File: src/malu_defs.svh
`ifndef MALU_DEFS_SVH
`define MALU_DEFS_SVH

// Opcode high nibbles of the grouped instruction families.
`define MALU_HI_INC       4'h0
`define MALU_HI_DEC       4'h1
`define MALU_HI_ADD       4'h2
`define MALU_HI_ADDC      4'h3
`define MALU_HI_ORL       4'h4
`define MALU_HI_ANL       4'h5
`define MALU_HI_XRL       4'h6
`define MALU_HI_SUBB      4'h9

// Opcode low nibbles selecting the addressing form.
`define MALU_LO_DIR_A     4'h2
`define MALU_LO_DIR_IMM   4'h3
`define MALU_LO_IMM       4'h4
`define MALU_LO_REG       4'h8

// Single opcodes.
`define MALU_OP_INC_DP    8'hA3
`define MALU_OP_MUL       8'hA4
`define MALU_OP_DIV       8'h84
`define MALU_OP_DA        8'hD4
`define MALU_OP_CLR       8'hE4
`define MALU_OP_CPL       8'hF4
`define MALU_OP_RL        8'h23
`define MALU_OP_RLC       8'h33
`define MALU_OP_RR        8'h03
`define MALU_OP_RRC       8'h13
`define MALU_OP_SWAP      8'hC4

// Cycle counts, one core clock each.
`define MALU_CYC_ONE      3'h1
`define MALU_CYC_TWO      3'h2
`define MALU_CYC_THREE    3'h3
`define MALU_CYC_FOUR     3'h4
`define MALU_CYC_MULDIV   3'h5

// Program flags word bit positions and reset values.
`define MALU_PSW_CY       7
`define MALU_PSW_AC       6
`define MALU_PSW_OV       2
`define MALU_PSW_P        0
`define MALU_PSW_RST      8'h00
`define MALU_ACC_RST      8'h00
`define MALU_B_RST        8'h00

// Decimal adjust constants.
`define MALU_BCD_MAX      4'h9
`define MALU_DA_LOW       9'h006
`define MALU_DA_HIGH      9'h060

`endif

File: src/malu_pkg.sv
package malu_pkg;

    typedef enum logic [0:0] {
        MALU_IDLE = 1'b0,
        MALU_BUSY = 1'b1
    } malu_state_type;

    typedef enum logic [1:0] {
        MALU_SEL_ACC = 2'b00,
        MALU_SEL_B   = 2'b01,
        MALU_SEL_PSW = 2'b10,
        MALU_SEL_NONE = 2'b11
    } malu_sfr_type;

    typedef enum logic [4:0] {
        MALU_NONE   = 5'b00000,
        MALU_ADD    = 5'b00001,
        MALU_ADDC   = 5'b00010,
        MALU_SUBB   = 5'b00011,
        MALU_INC_A  = 5'b00100,
        MALU_INC_X  = 5'b00101,
        MALU_INC_DP = 5'b00110,
        MALU_DEC_A  = 5'b00111,
        MALU_DEC_X  = 5'b01000,
        MALU_MUL    = 5'b01001,
        MALU_DIV    = 5'b01010,
        MALU_DA     = 5'b01011,
        MALU_ANL_A  = 5'b01100,
        MALU_ORL_A  = 5'b01101,
        MALU_XRL_A  = 5'b01110,
        MALU_ANL_D  = 5'b01111,
        MALU_ORL_D  = 5'b10000,
        MALU_XRL_D  = 5'b10001,
        MALU_ANL_DI = 5'b10010,
        MALU_ORL_DI = 5'b10011,
        MALU_XRL_DI = 5'b10100,
        MALU_CLR    = 5'b10101,
        MALU_CPL    = 5'b10110,
        MALU_RL     = 5'b10111,
        MALU_RLC    = 5'b11000,
        MALU_RR     = 5'b11001,
        MALU_RRC    = 5'b11010,
        MALU_SWAP   = 5'b11011
    } malu_cls_type;

    typedef struct packed {
        logic [7:0]  opcode;
        logic [7:0]  operand;
        logic [7:0]  imm;
        logic [15:0] data_pointer_reg;
    } malu_req_type;

    typedef struct packed {
        malu_cls_type cls;
        logic [2:0]   cycles;
    } malu_dec_type;

endpackage

File: src/malu_core.sv
`timescale 1ns/1ps
`include "malu_defs.svh"

module malu_core
    import malu_pkg::*;
(
    input  wire logic         core_clk_i,
    input  wire logic         rst_b_i,
    input  wire logic         start_i,
    input  wire malu_req_type req_i,
    input  wire logic         sfr_wr_i,
    input  wire malu_sfr_type sfr_sel_i,
    input  wire logic [7:0]   sfr_wdata_i,
    output logic [7:0]        main_operand_reg_o,
    output logic [7:0]        second_operand_reg_o,
    output logic [7:0]        program_flags_word_o,
    output logic [7:0]        result_o,
    output logic              result_valid_o,
    output logic [15:0]       data_pointer_reg_o,
    output logic              data_pointer_valid_o,
    output logic              busy_o,
    output logic              done_o,
    output logic              unknown_op_o
);

    function automatic malu_dec_type decode(input logic [7:0] opc);
        malu_dec_type d;
        logic [3:0]   hi;
        logic [3:0]   lo;
        hi       = opc[7:4];
        lo       = opc[3:0];
        d.cls    = MALU_NONE;
        d.cycles = `MALU_CYC_ONE;
        case (opc)
            `MALU_OP_INC_DP: d.cls = MALU_INC_DP;
            `MALU_OP_MUL: begin
                d.cls    = MALU_MUL;
                d.cycles = `MALU_CYC_MULDIV;
            end
            `MALU_OP_DIV: begin
                d.cls    = MALU_DIV;
                d.cycles = `MALU_CYC_MULDIV;
            end
            `MALU_OP_DA:   d.cls = MALU_DA;
            `MALU_OP_CLR:  d.cls = MALU_CLR;
            `MALU_OP_CPL:  d.cls = MALU_CPL;
            `MALU_OP_RL:   d.cls = MALU_RL;
            `MALU_OP_RLC:  d.cls = MALU_RLC;
            `MALU_OP_RR:   d.cls = MALU_RR;
            `MALU_OP_RRC:  d.cls = MALU_RRC;
            `MALU_OP_SWAP: d.cls = MALU_SWAP;
            default: begin
                if (lo >= `MALU_LO_IMM) begin
                    // Immediate, direct, indirect and register forms.
                    case (hi)
                        `MALU_HI_ADD:  d.cls = MALU_ADD;
                        `MALU_HI_ADDC: d.cls = MALU_ADDC;
                        `MALU_HI_SUBB: d.cls = MALU_SUBB;
                        `MALU_HI_ANL:  d.cls = MALU_ANL_A;
                        `MALU_HI_ORL:  d.cls = MALU_ORL_A;
                        `MALU_HI_XRL:  d.cls = MALU_XRL_A;
                        `MALU_HI_INC: begin
                            d.cls = (lo == `MALU_LO_IMM) ? MALU_INC_A
                                                         : MALU_INC_X;
                        end
                        `MALU_HI_DEC: begin
                            d.cls = (lo == `MALU_LO_IMM) ? MALU_DEC_A
                                                         : MALU_DEC_X;
                        end
                        default: d.cls = MALU_NONE;
                    endcase
                    if (hi == `MALU_HI_INC || hi == `MALU_HI_DEC) begin
                        if (lo == `MALU_LO_IMM) begin
                            d.cycles = `MALU_CYC_ONE;
                        end else if (lo >= `MALU_LO_REG) begin
                            d.cycles = `MALU_CYC_TWO;
                        end else begin
                            d.cycles = `MALU_CYC_THREE;
                        end
                    end else if (lo >= `MALU_LO_REG) begin
                        d.cycles = `MALU_CYC_ONE;
                    end else begin
                        d.cycles = `MALU_CYC_TWO;
                    end
                end else if (lo == `MALU_LO_DIR_A) begin
                    d.cycles = `MALU_CYC_THREE;
                    case (hi)
                        `MALU_HI_ANL: d.cls = MALU_ANL_D;
                        `MALU_HI_ORL: d.cls = MALU_ORL_D;
                        `MALU_HI_XRL: d.cls = MALU_XRL_D;
                        default: begin
                            d.cls    = MALU_NONE;
                            d.cycles = `MALU_CYC_ONE;
                        end
                    endcase
                end else if (lo == `MALU_LO_DIR_IMM) begin
                    d.cycles = `MALU_CYC_FOUR;
                    case (hi)
                        `MALU_HI_ANL: d.cls = MALU_ANL_DI;
                        `MALU_HI_ORL: d.cls = MALU_ORL_DI;
                        `MALU_HI_XRL: d.cls = MALU_XRL_DI;
                        default: begin
                            d.cls    = MALU_NONE;
                            d.cycles = `MALU_CYC_ONE;
                        end
                    endcase
                end
            end
        endcase
        return d;
    endfunction

    malu_state_type state;
    malu_state_type next_state;
    malu_req_type   cur;
    malu_req_type   next_cur;
    logic [2:0]     cnt;
    logic [2:0]     next_cnt;
    logic           busy;
    logic           next_busy;
    logic           commit;
    malu_req_type   sel;
    malu_dec_type   dec;

    logic [7:0]     acc;
    logic [7:0]     next_acc;
    logic [7:0]     breg;
    logic [7:0]     next_breg;
    logic [7:0]     program_flags_word;
    logic [7:0]     next_psw;
    logic [7:0]     result;
    logic [7:0]     next_result;
    logic           rvalid;
    logic           next_rvalid;
    logic [15:0]    data_pointer_reg;
    logic [15:0]    next_data_pointer_reg;
    logic           dvalid;
    logic           next_dvalid;
    logic           done;
    logic           next_done;
    logic           unknown;
    logic           next_unknown;

    // A request in flight is held in cur, so the decoder keeps its
    // opcode even after the control unit has moved its inputs on.
    assign sel = (state == MALU_IDLE) ? req_i : cur;
    assign dec = decode(sel.opcode);

    always_comb begin
        next_state = state;
        next_cur   = cur;
        next_cnt   = cnt;
        commit     = 1'b0;
        case (state)
            MALU_IDLE: begin
                if (start_i) begin
                    next_cur = req_i;
                    if (dec.cycles == `MALU_CYC_ONE) begin
                        commit = 1'b1;
                    end else begin
                        next_state = MALU_BUSY;
                        next_cnt   = dec.cycles - `MALU_CYC_ONE;
                    end
                end
            end
            MALU_BUSY: begin
                next_cnt = cnt - `MALU_CYC_ONE;
                if (cnt == `MALU_CYC_ONE) begin
                    commit     = 1'b1;
                    next_state = MALU_IDLE;
                end
            end
            default: next_state = MALU_IDLE;
        endcase
        next_busy = (next_state == MALU_BUSY);
    end

    always_ff @(posedge core_clk_i or negedge rst_b_i) begin
        if (!rst_b_i) begin
            state <= MALU_IDLE;
            cur   <= '0;
            cnt   <= 3'h0;
            busy  <= 1'b0;
        end else begin
            state <= next_state;
            cur   <= next_cur;
            cnt   <= next_cnt;
            busy  <= next_busy;
        end
    end

    always_comb begin
        logic [7:0]  a;
        logic [7:0]  op;
        logic        cin;
        logic [8:0]  sum;
        logic [4:0]  nib;
        logic [15:0] prod;
        logic [8:0]  t;
        logic        c;
        a            = acc;
        op           = sel.operand;
        cin          = 1'b0;
        sum          = 9'h000;
        nib          = 5'h00;
        prod         = 16'h0000;
        t            = 9'h000;
        c            = 1'b0;
        next_acc     = acc;
        next_breg    = breg;
        next_psw     = program_flags_word;
        next_result  = result;
        next_rvalid  = 1'b0;
        next_data_pointer_reg    = data_pointer_reg;
        next_dvalid  = 1'b0;
        next_done    = commit;
        next_unknown = 1'b0;
        // Control unit writes land first; a committing operation overrides
        // the registers and flag bits it writes in the same cycle.
        if (sfr_wr_i) begin
            case (sfr_sel_i)
                MALU_SEL_ACC: next_acc  = sfr_wdata_i;
                MALU_SEL_B:   next_breg = sfr_wdata_i;
                MALU_SEL_PSW: next_psw  = sfr_wdata_i;
                default:      next_acc  = acc;
            endcase
        end
        if (commit) begin
            case (dec.cls)
                MALU_ADD, MALU_ADDC: begin
                    cin = (dec.cls == MALU_ADDC) ? program_flags_word[`MALU_PSW_CY] : 1'b0;
                    sum = {1'b0, a} + {1'b0, op} + {8'h00, cin};
                    nib = {1'b0, a[3:0]} + {1'b0, op[3:0]} + {4'h0, cin};
                    next_acc               = sum[7:0];
                    next_psw[`MALU_PSW_CY] = sum[8];
                    next_psw[`MALU_PSW_AC] = nib[4];
                    next_psw[`MALU_PSW_OV] = (a[7] == op[7]) &&
                                             (sum[7] != a[7]);
                end
                MALU_SUBB: begin
                    cin = program_flags_word[`MALU_PSW_CY];
                    sum = {1'b0, a} - {1'b0, op} - {8'h00, cin};
                    nib = {1'b0, a[3:0]} - {1'b0, op[3:0]} - {4'h0, cin};
                    next_acc               = sum[7:0];
                    next_psw[`MALU_PSW_CY] = sum[8];
                    next_psw[`MALU_PSW_AC] = nib[4];
                    next_psw[`MALU_PSW_OV] = (a[7] != op[7]) &&
                                             (sum[7] != a[7]);
                end
                MALU_INC_A: next_acc = a + 8'h01;
                MALU_DEC_A: next_acc = a - 8'h01;
                MALU_INC_X: begin
                    next_result = op + 8'h01;
                    next_rvalid = 1'b1;
                end
                MALU_DEC_X: begin
                    next_result = op - 8'h01;
                    next_rvalid = 1'b1;
                end
                MALU_INC_DP: begin
                    next_data_pointer_reg   = sel.data_pointer_reg + 16'h0001;
                    next_dvalid = 1'b1;
                end
                MALU_MUL: begin
                    prod                   = a * breg;
                    next_acc               = prod[7:0];
                    next_breg              = prod[15:8];
                    next_psw[`MALU_PSW_CY] = 1'b0;
                    next_psw[`MALU_PSW_OV] = (prod[15:8] != 8'h00);
                end
                MALU_DIV: begin
                    next_psw[`MALU_PSW_CY] = 1'b0;
                    // A zero divisor leaves both registers untouched and
                    // raises overflow, so software can detect it.
                    if (breg == 8'h00) begin
                        next_psw[`MALU_PSW_OV] = 1'b1;
                    end else begin
                        next_acc               = a / breg;
                        next_breg              = a % breg;
                        next_psw[`MALU_PSW_OV] = 1'b0;
                    end
                end
                MALU_DA: begin
                    t = {1'b0, a};
                    c = program_flags_word[`MALU_PSW_CY];
                    if (t[3:0] > `MALU_BCD_MAX || program_flags_word[`MALU_PSW_AC]) begin
                        t = t + `MALU_DA_LOW;
                        c = c | t[8];
                    end
                    if (t[7:4] > `MALU_BCD_MAX || c) begin
                        t = {1'b0, t[7:0]} + `MALU_DA_HIGH;
                        c = c | t[8];
                    end
                    next_acc               = t[7:0];
                    next_psw[`MALU_PSW_CY] = c;
                end
                MALU_ANL_A: next_acc = a & op;
                MALU_ORL_A: next_acc = a | op;
                MALU_XRL_A: next_acc = a ^ op;
                MALU_ANL_D, MALU_ORL_D, MALU_XRL_D: begin
                    next_rvalid = 1'b1;
                    if (dec.cls == MALU_ANL_D) begin
                        next_result = op & a;
                    end else if (dec.cls == MALU_ORL_D) begin
                        next_result = op | a;
                    end else begin
                        next_result = op ^ a;
                    end
                end
                MALU_ANL_DI, MALU_ORL_DI, MALU_XRL_DI: begin
                    next_rvalid = 1'b1;
                    if (dec.cls == MALU_ANL_DI) begin
                        next_result = op & sel.imm;
                    end else if (dec.cls == MALU_ORL_DI) begin
                        next_result = op | sel.imm;
                    end else begin
                        next_result = op ^ sel.imm;
                    end
                end
                MALU_CLR:  next_acc = 8'h00;
                MALU_CPL:  next_acc = ~a;
                MALU_RL:   next_acc = {a[6:0], a[7]};
                MALU_RR:   next_acc = {a[0], a[7:1]};
                MALU_RLC: begin
                    next_acc               = {a[6:0], program_flags_word[`MALU_PSW_CY]};
                    next_psw[`MALU_PSW_CY] = a[7];
                end
                MALU_RRC: begin
                    next_acc               = {program_flags_word[`MALU_PSW_CY], a[7:1]};
                    next_psw[`MALU_PSW_CY] = a[0];
                end
                MALU_SWAP: next_acc = {a[3:0], a[7:4]};
                default:   next_unknown = 1'b1;
            endcase
        end
        // Parity is derived, so a direct write to the flags word cannot
        // leave it out of step with the main operand register.
        next_psw[`MALU_PSW_P] = ^next_acc;
    end

    always_ff @(posedge core_clk_i or negedge rst_b_i) begin
        if (!rst_b_i) begin
            acc     <= `MALU_ACC_RST;
            breg    <= `MALU_B_RST;
            program_flags_word     <= `MALU_PSW_RST;
            result  <= 8'h00;
            rvalid  <= 1'b0;
            data_pointer_reg    <= 16'h0000;
            dvalid  <= 1'b0;
            done    <= 1'b0;
            unknown <= 1'b0;
        end else begin
            acc     <= next_acc;
            breg    <= next_breg;
            program_flags_word     <= next_psw;
            result  <= next_result;
            rvalid  <= next_rvalid;
            data_pointer_reg    <= next_data_pointer_reg;
            dvalid  <= next_dvalid;
            done    <= next_done;
            unknown <= next_unknown;
        end
    end

    assign main_operand_reg_o   = acc;
    assign second_operand_reg_o = breg;
    assign program_flags_word_o = program_flags_word;
    assign result_o             = result;
    assign result_valid_o       = rvalid;
    assign data_pointer_reg_o   = data_pointer_reg;
    assign data_pointer_valid_o = dvalid;
    assign busy_o               = busy;
    assign done_o               = done;
    assign unknown_op_o         = unknown;

endmodule

File: config.mk
export PLATFORM = sky130hd
export DESIGN_NAME = malu_core
export DESIGN_NICKNAME = d
export VERILOG_FILES = /design/src/malu_pkg.sv /design/src/malu_core.sv
export VERILOG_INCLUDE_DIRS = /design/src /design/src/src
export SDC_FILE = /design/constraint.sdc
export NUM_CORES = 1
export LEC_CHECK = 0
export BUFFER_PORTS_ARGS = -buffer_cell sky130_fd_sc_hd__buf_2
export CORE_MARGIN = 4
export CORE_UTILIZATION = 45
export CTS_BUF_LIST = sky130_fd_sc_hd__clkbuf_16
export CTS_CLUSTER_DIAMETER = 50
export CTS_CLUSTER_SIZE = 30
export DETAILED_ROUTE_END_ITERATION = 10
export MAX_ROUTING_LAYER = met4
export PLACE_DENSITY = 0.65
export RECOVER_POWER = 100
export SYNTH_ARGS = -nofsm -noshare
export SYNTH_HDL_FRONTEND = slang
export SYNTH_SLANG_ARGS = --single-unit
File: constraint.sdc
create_clock -name core_clk_i -period 11.56 [get_ports core_clk_i]
set_input_delay 2.312 -clock core_clk_i [delete_from_list [all_inputs] [get_ports core_clk_i]]
set_output_delay 2.312 -clock core_clk_i [all_outputs]
set_load 0.01 [all_outputs]
==> results <==
- The critical path is of the register to register type.
- On the worst path, the slowest cell contributes a delay of around 0.56 ns.
- The net count of the mapped netlist is 1701.
- The TritonCTS clock tree is done.
- The worst-case headroom to the max-slew limit is -186%.
- The overall die height is around 170 um.
- The number of different library cells in the post-synthesis netlist is between 90 and 100.
- The number of levels in the clock H-tree is 3.
- The actual slew at the worst max-slew pin is between 4 and 5 ns.
- The fraction of final layout cells sized beyond drive strength 1 is between 10% and 20%.
- For this configuration, the core starts out at a cell density of a little under half.
- The critical path's slowest cell is sky130_fd_sc_hd__or4_4.
- Setup slack closes at 0.275 ns.
- The DRC marker count from the first detailed-route iteration is 1193.
- The per-cell via count in the routed design is 6.04.
- The number of antenna violations at the first check in global routing came to 0.
- The primary flip-flop cell chosen by synthesis mapping is sky130_fd_sc_hd__dfrtp_1.
- The final critical-path required period is around 11 ns.
- The maximum achievable frequency is approximately 89 MHz.
- The number of max-slew violations in the final report is 120.
- Synthesis inferred 96 register bits.
- The final design utilization is 52.3%.
- Entering global routing, the biggest net connects slightly below 80 pins.
- Wires add up to slightly below 40000 um.
- The via count of the first global-routing pass came to around 11000.
- The clock net in this run drives a total of 96 sinks.
- The most numerous cell on the critical path is sky130_fd_sc_hd__o21a_1.
- The share of flip-flops with an asynchronous set or reset after synthesis is between 90% and 100%.
- Max-cap violations in this run came to 2.
- Data on the critical path arrives at its endpoint at around 12 ns.
- The final reports fail on max-capacitance violations, max-slew violations.
- Between clock sinks in the finished design, the worst skew comes to between 0.01 and 0.015 ns.
- For this run, design rule violations remaining after detail routing come to 0.
- The total die area is ~0.03 sq mm.
- The proportion of synthesized chip area in sequential cells is about a fifth.
- The number of top-level design ports is between 100 and 150.
- The synthesized instance count is ~1500.
- The longest clock path from root to sink contains 2 buffers.
- The later pin in the worst-skew pair is clocked with a latency of around 0.37 ns.
- The worst min-delay path category is register to register.
- In this run the biggest area consumer among cell types represents 19.4% of the synthesized area.
- The overall routing resource usage is 26.0%.
- In this run the remaining antenna-violating nets after routing total 0.
- From synthesis to final layout, the design area changed by 13.8%.
- Counting flops with a built-in enable in the synthesized netlist gives 0.
- At the worst endpoint, the required time is between 10 and 15 ns.
- After detailed placement, the design holds a cell count of 1879.
- Once detailed placement completed, the half-perimeter wirelength came to approximately 30000 um.
- The worst setup timing slack at the placement stage is -0.110 ns.
- The pre-antenna-repair detailed-routing pass consisted of 7 iterations.
- The type of element capturing the critical path is a register.
- The net count of the finished layout is ~1800.
- The root buffer selected by CTS is sky130_fd_sc_hd__clkbuf_16.
- Summing over every cut layer, the via total after detailed routing is approximately 12000.
- Clock tree synthesis inserted a total of 9 buffers.
- The overflow left after global routing is 0.
- The critical-path maximum fanout is 5.
- Dividing the detail-routed wire length by the instance count gives 20.6 um.
- The antenna diode instance count is 0.
- Row generation in the floorplan step produced 60 rows.
- Port buffering added between 100 and 150 buffers.
- By area the synthesized netlist is led by sky130_fd_sc_hd__dfrtp_1 (19%), sky130_fd_sc_hd__ha_1 (14%), sky130_fd_sc_hd__fa_1 (6.9%), sky130_fd_sc_hd__mux2_2 (6.5%), sky130_fd_sc_hd__nor2_1 (4.0%).
- Clock-pin slew was measured on the worst setup and hold paths at 0.08 ns.
- The mean area per synthesized cell is about 8.5 sq um.
- The area inside the core boundary is 0.0270 sq mm.
- The first global-routing pass estimated 62100 um of wire.
- The run finished, with violations left.
- The final standard cell count with taps included and fillers excluded is around 1900.
- In the finished design, the share of the clock period the worst path needs comes to 97.6%.
- STA classifies the critical path startpoint as a register.
- Setup slack on the worst reg-to-reg path comes out at 0.28 ns.
- In the final timing run, aggregate negative setup slack is 0 ns.
- The summed instance area of the synthesized netlist is 0.0124 sq mm.
- The count of final hold-check violations is 0.
- Measured along the x axis, the die boundary spans between 150 and 200 um.
- During synthesis, Yosys emitted a total of 0 warnings.
- The library cell with the largest summed area after synthesis is sky130_fd_sc_hd__dfrtp_1.
- The final RePlAce weighted congestion is ~0.94.
- Setup violations remaining at the end of the flow were counted as 0.
worst paths after layout:
check                                                   start                            endpoint  cells after the start
setup / recovery            second_operand_reg_o[7]$_DFF_PN0_   program_flags_word_o[0]$_DFF_PN0_                     51
hold / removal             data_pointer_reg_o[14]$_DFFE_PN0P_  data_pointer_reg_o[14]$_DFFE_PN0P_                      2
setup reg to reg            second_operand_reg_o[7]$_DFF_PN0_   program_flags_word_o[0]$_DFF_PN0_                     51
hold reg to reg            data_pointer_reg_o[14]$_DFFE_PN0P_  data_pointer_reg_o[14]$_DFFE_PN0P_                      2
max in group asynchronous                             rst_b_i                    busy_o$_DFF_PN0_                      2
min in group asynchronous                             rst_b_i                 cur[33]$_DFFE_PN0P_                      1
layout by cell type, fill, tap and decap left out, types with 14 or more instances in the layout:
| master | instances |
|---|---|
| sky130_fd_sc_hd__ha_1 | 132 |
| sky130_fd_sc_hd__nor2_1 | 129 |
| sky130_fd_sc_hd__nand2_1 | 129 |
| sky130_fd_sc_hd__inv_1 | 111 |
| sky130_fd_sc_hd__dfrtp_1 | 95 |
| sky130_fd_sc_hd__a21oi_1 | 79 |
| sky130_fd_sc_hd__o21ai_0 | 71 |
| sky130_fd_sc_hd__mux2_2 | 69 |
| sky130_fd_sc_hd__buf_2 | 66 |
| sky130_fd_sc_hd__buf_4 | 52 |
| sky130_fd_sc_hd__xnor2_1 | 51 |
| sky130_fd_sc_hd__mux2i_1 | 43 |
| sky130_fd_sc_hd__fa_1 | 42 |
| sky130_fd_sc_hd__clkbuf_1 | 42 |
| sky130_fd_sc_hd__nor3_1 | 28 |
| sky130_fd_sc_hd__o21a_1 | 24 |
| sky130_fd_sc_hd__o22ai_1 | 23 |
| sky130_fd_sc_hd__nor2b_1 | 21 |
| sky130_fd_sc_hd__xor2_1 | 19 |
| sky130_fd_sc_hd__a21o_1 | 17 |
| sky130_fd_sc_hd__o21bai_1 | 15 |
| sky130_fd_sc_hd__a22oi_1 | 14 |
| sky130_fd_sc_hd__nand3_1 | 14 |
| sky130_fd_sc_hd__a31oi_1 | 14 |
sequential cells by signal, summed over array words and instances, names as in the netlist:
| signal | count |
|---|---|
| cur | 40 |
| data_pointer_reg_o | 16 |
| main_operand_reg_o | 8 |
| program_flags_word_o | 8 |
| result_o | 8 |
| second_operand_reg_o | 8 |
| cnt | 3 |
| busy_o | 1 |
| data_pointer_valid_o | 1 |
| done_o | 1 |
| result_valid_o | 1 |
| unknown_op_o | 1 |
cell type report:
cell class	instances	area, sq um
clock buffers	9	225
clock inverters	7	76.3
multi-input cells	1187	9660
flip-flops and latches	96	2410
repair buffers	162	901
inverters	117	439
well taps	341	427
fillers	2620	12900
logic make-up after synthesis:
group	synth area share, %
simple gates	15.7
compound gates	22.2
fa+ha+maj	21.2
buf+inv	5.74
mux	10.5
flops	19.4
xor+xnor	5.30
worst max-delay path, delay by kind of cell, from the launching register on:
family	cells	cell delay, ns
adder cells (fa/ha/maj)	7	1.99
multiplexers	4	1.13
AND/OR/NAND/NOR	6	1.18
XOR/XNOR	1	0.36
flip-flops	1	0.41
AO/OA/AOI/OAI	33	6.06
metrics by stage:
| step | cell area [sq um] | hold WS, ns |
|---|---|---|
| 2_1_floorplan | 12400 | 0.450 |
| 3_3_place_gp | 13400 | 0.457 |
| 3_5_place_dp | 13400 | 0.466 |
| 4_1_cts | 13700 | 0.482 |
| 5_1_grt | 14100 | 0.498 |
| 6_report | 14100 | 0.482 |
synth_stat cells, types with 6 or more instances:
library cell and instances:
sky130_fd_sc_hd__o22ai_1 23, sky130_fd_sc_hd__a21o_1 18, sky130_fd_sc_hd__inv_1 112, sky130_fd_sc_hd__a31oi_1 14, sky130_fd_sc_hd__nor4_1 8, sky130_fd_sc_hd__mux2_2 72, sky130_fd_sc_hd__nand2_1 130, sky130_fd_sc_hd__o21ai_0 77
sky130_fd_sc_hd__fa_1 43, sky130_fd_sc_hd__a211oi_1 16, sky130_fd_sc_hd__nand3_1 14, sky130_fd_sc_hd__buf_1 11, sky130_fd_sc_hd__a32oi_1 12, sky130_fd_sc_hd__o21a_1 25, sky130_fd_sc_hd__nor2_1 131, sky130_fd_sc_hd__xnor2_1 51
sky130_fd_sc_hd__mux2i_1 46, sky130_fd_sc_hd__a222oi_1 6, sky130_fd_sc_hd__o21bai_1 15, sky130_fd_sc_hd__nor3b_1 8, sky130_fd_sc_hd__xor2_1 19, sky130_fd_sc_hd__dfrtp_1 96, sky130_fd_sc_hd__nand2b_1 9, sky130_fd_sc_hd__a22oi_1 14
sky130_fd_sc_hd__a21oi_1 86, sky130_fd_sc_hd__o221ai_1 6, sky130_fd_sc_hd__ha_1 142, sky130_fd_sc_hd__or3_1 7, sky130_fd_sc_hd__o211ai_1 13, sky130_fd_sc_hd__nor2b_1 22, sky130_fd_sc_hd__nor3_1 32, sky130_fd_sc_hd__clkbuf_1 43
routing by layer:
metal | share of wire [%] | GRT usage (%)
met1 | 46 | 36.5
met2 | 43 | 38.5
met3 | 7.6 | 4.87
met4 | 3.1 | 7.36
met5 | 0 | -
what timing repair did:
item,4_1_cts,5_1_grt
resized for setup,3,57
hold endpoints to repair,0,0
endpoints found under the setup margin,6,10
hold buffers,0,0
pin swaps,1,50
gates cloned,0,1
setup buffers,0,23
Power is not shown: default switching activity piles up to over one toggle a cycle in this logic, so the estimate is an artifact.
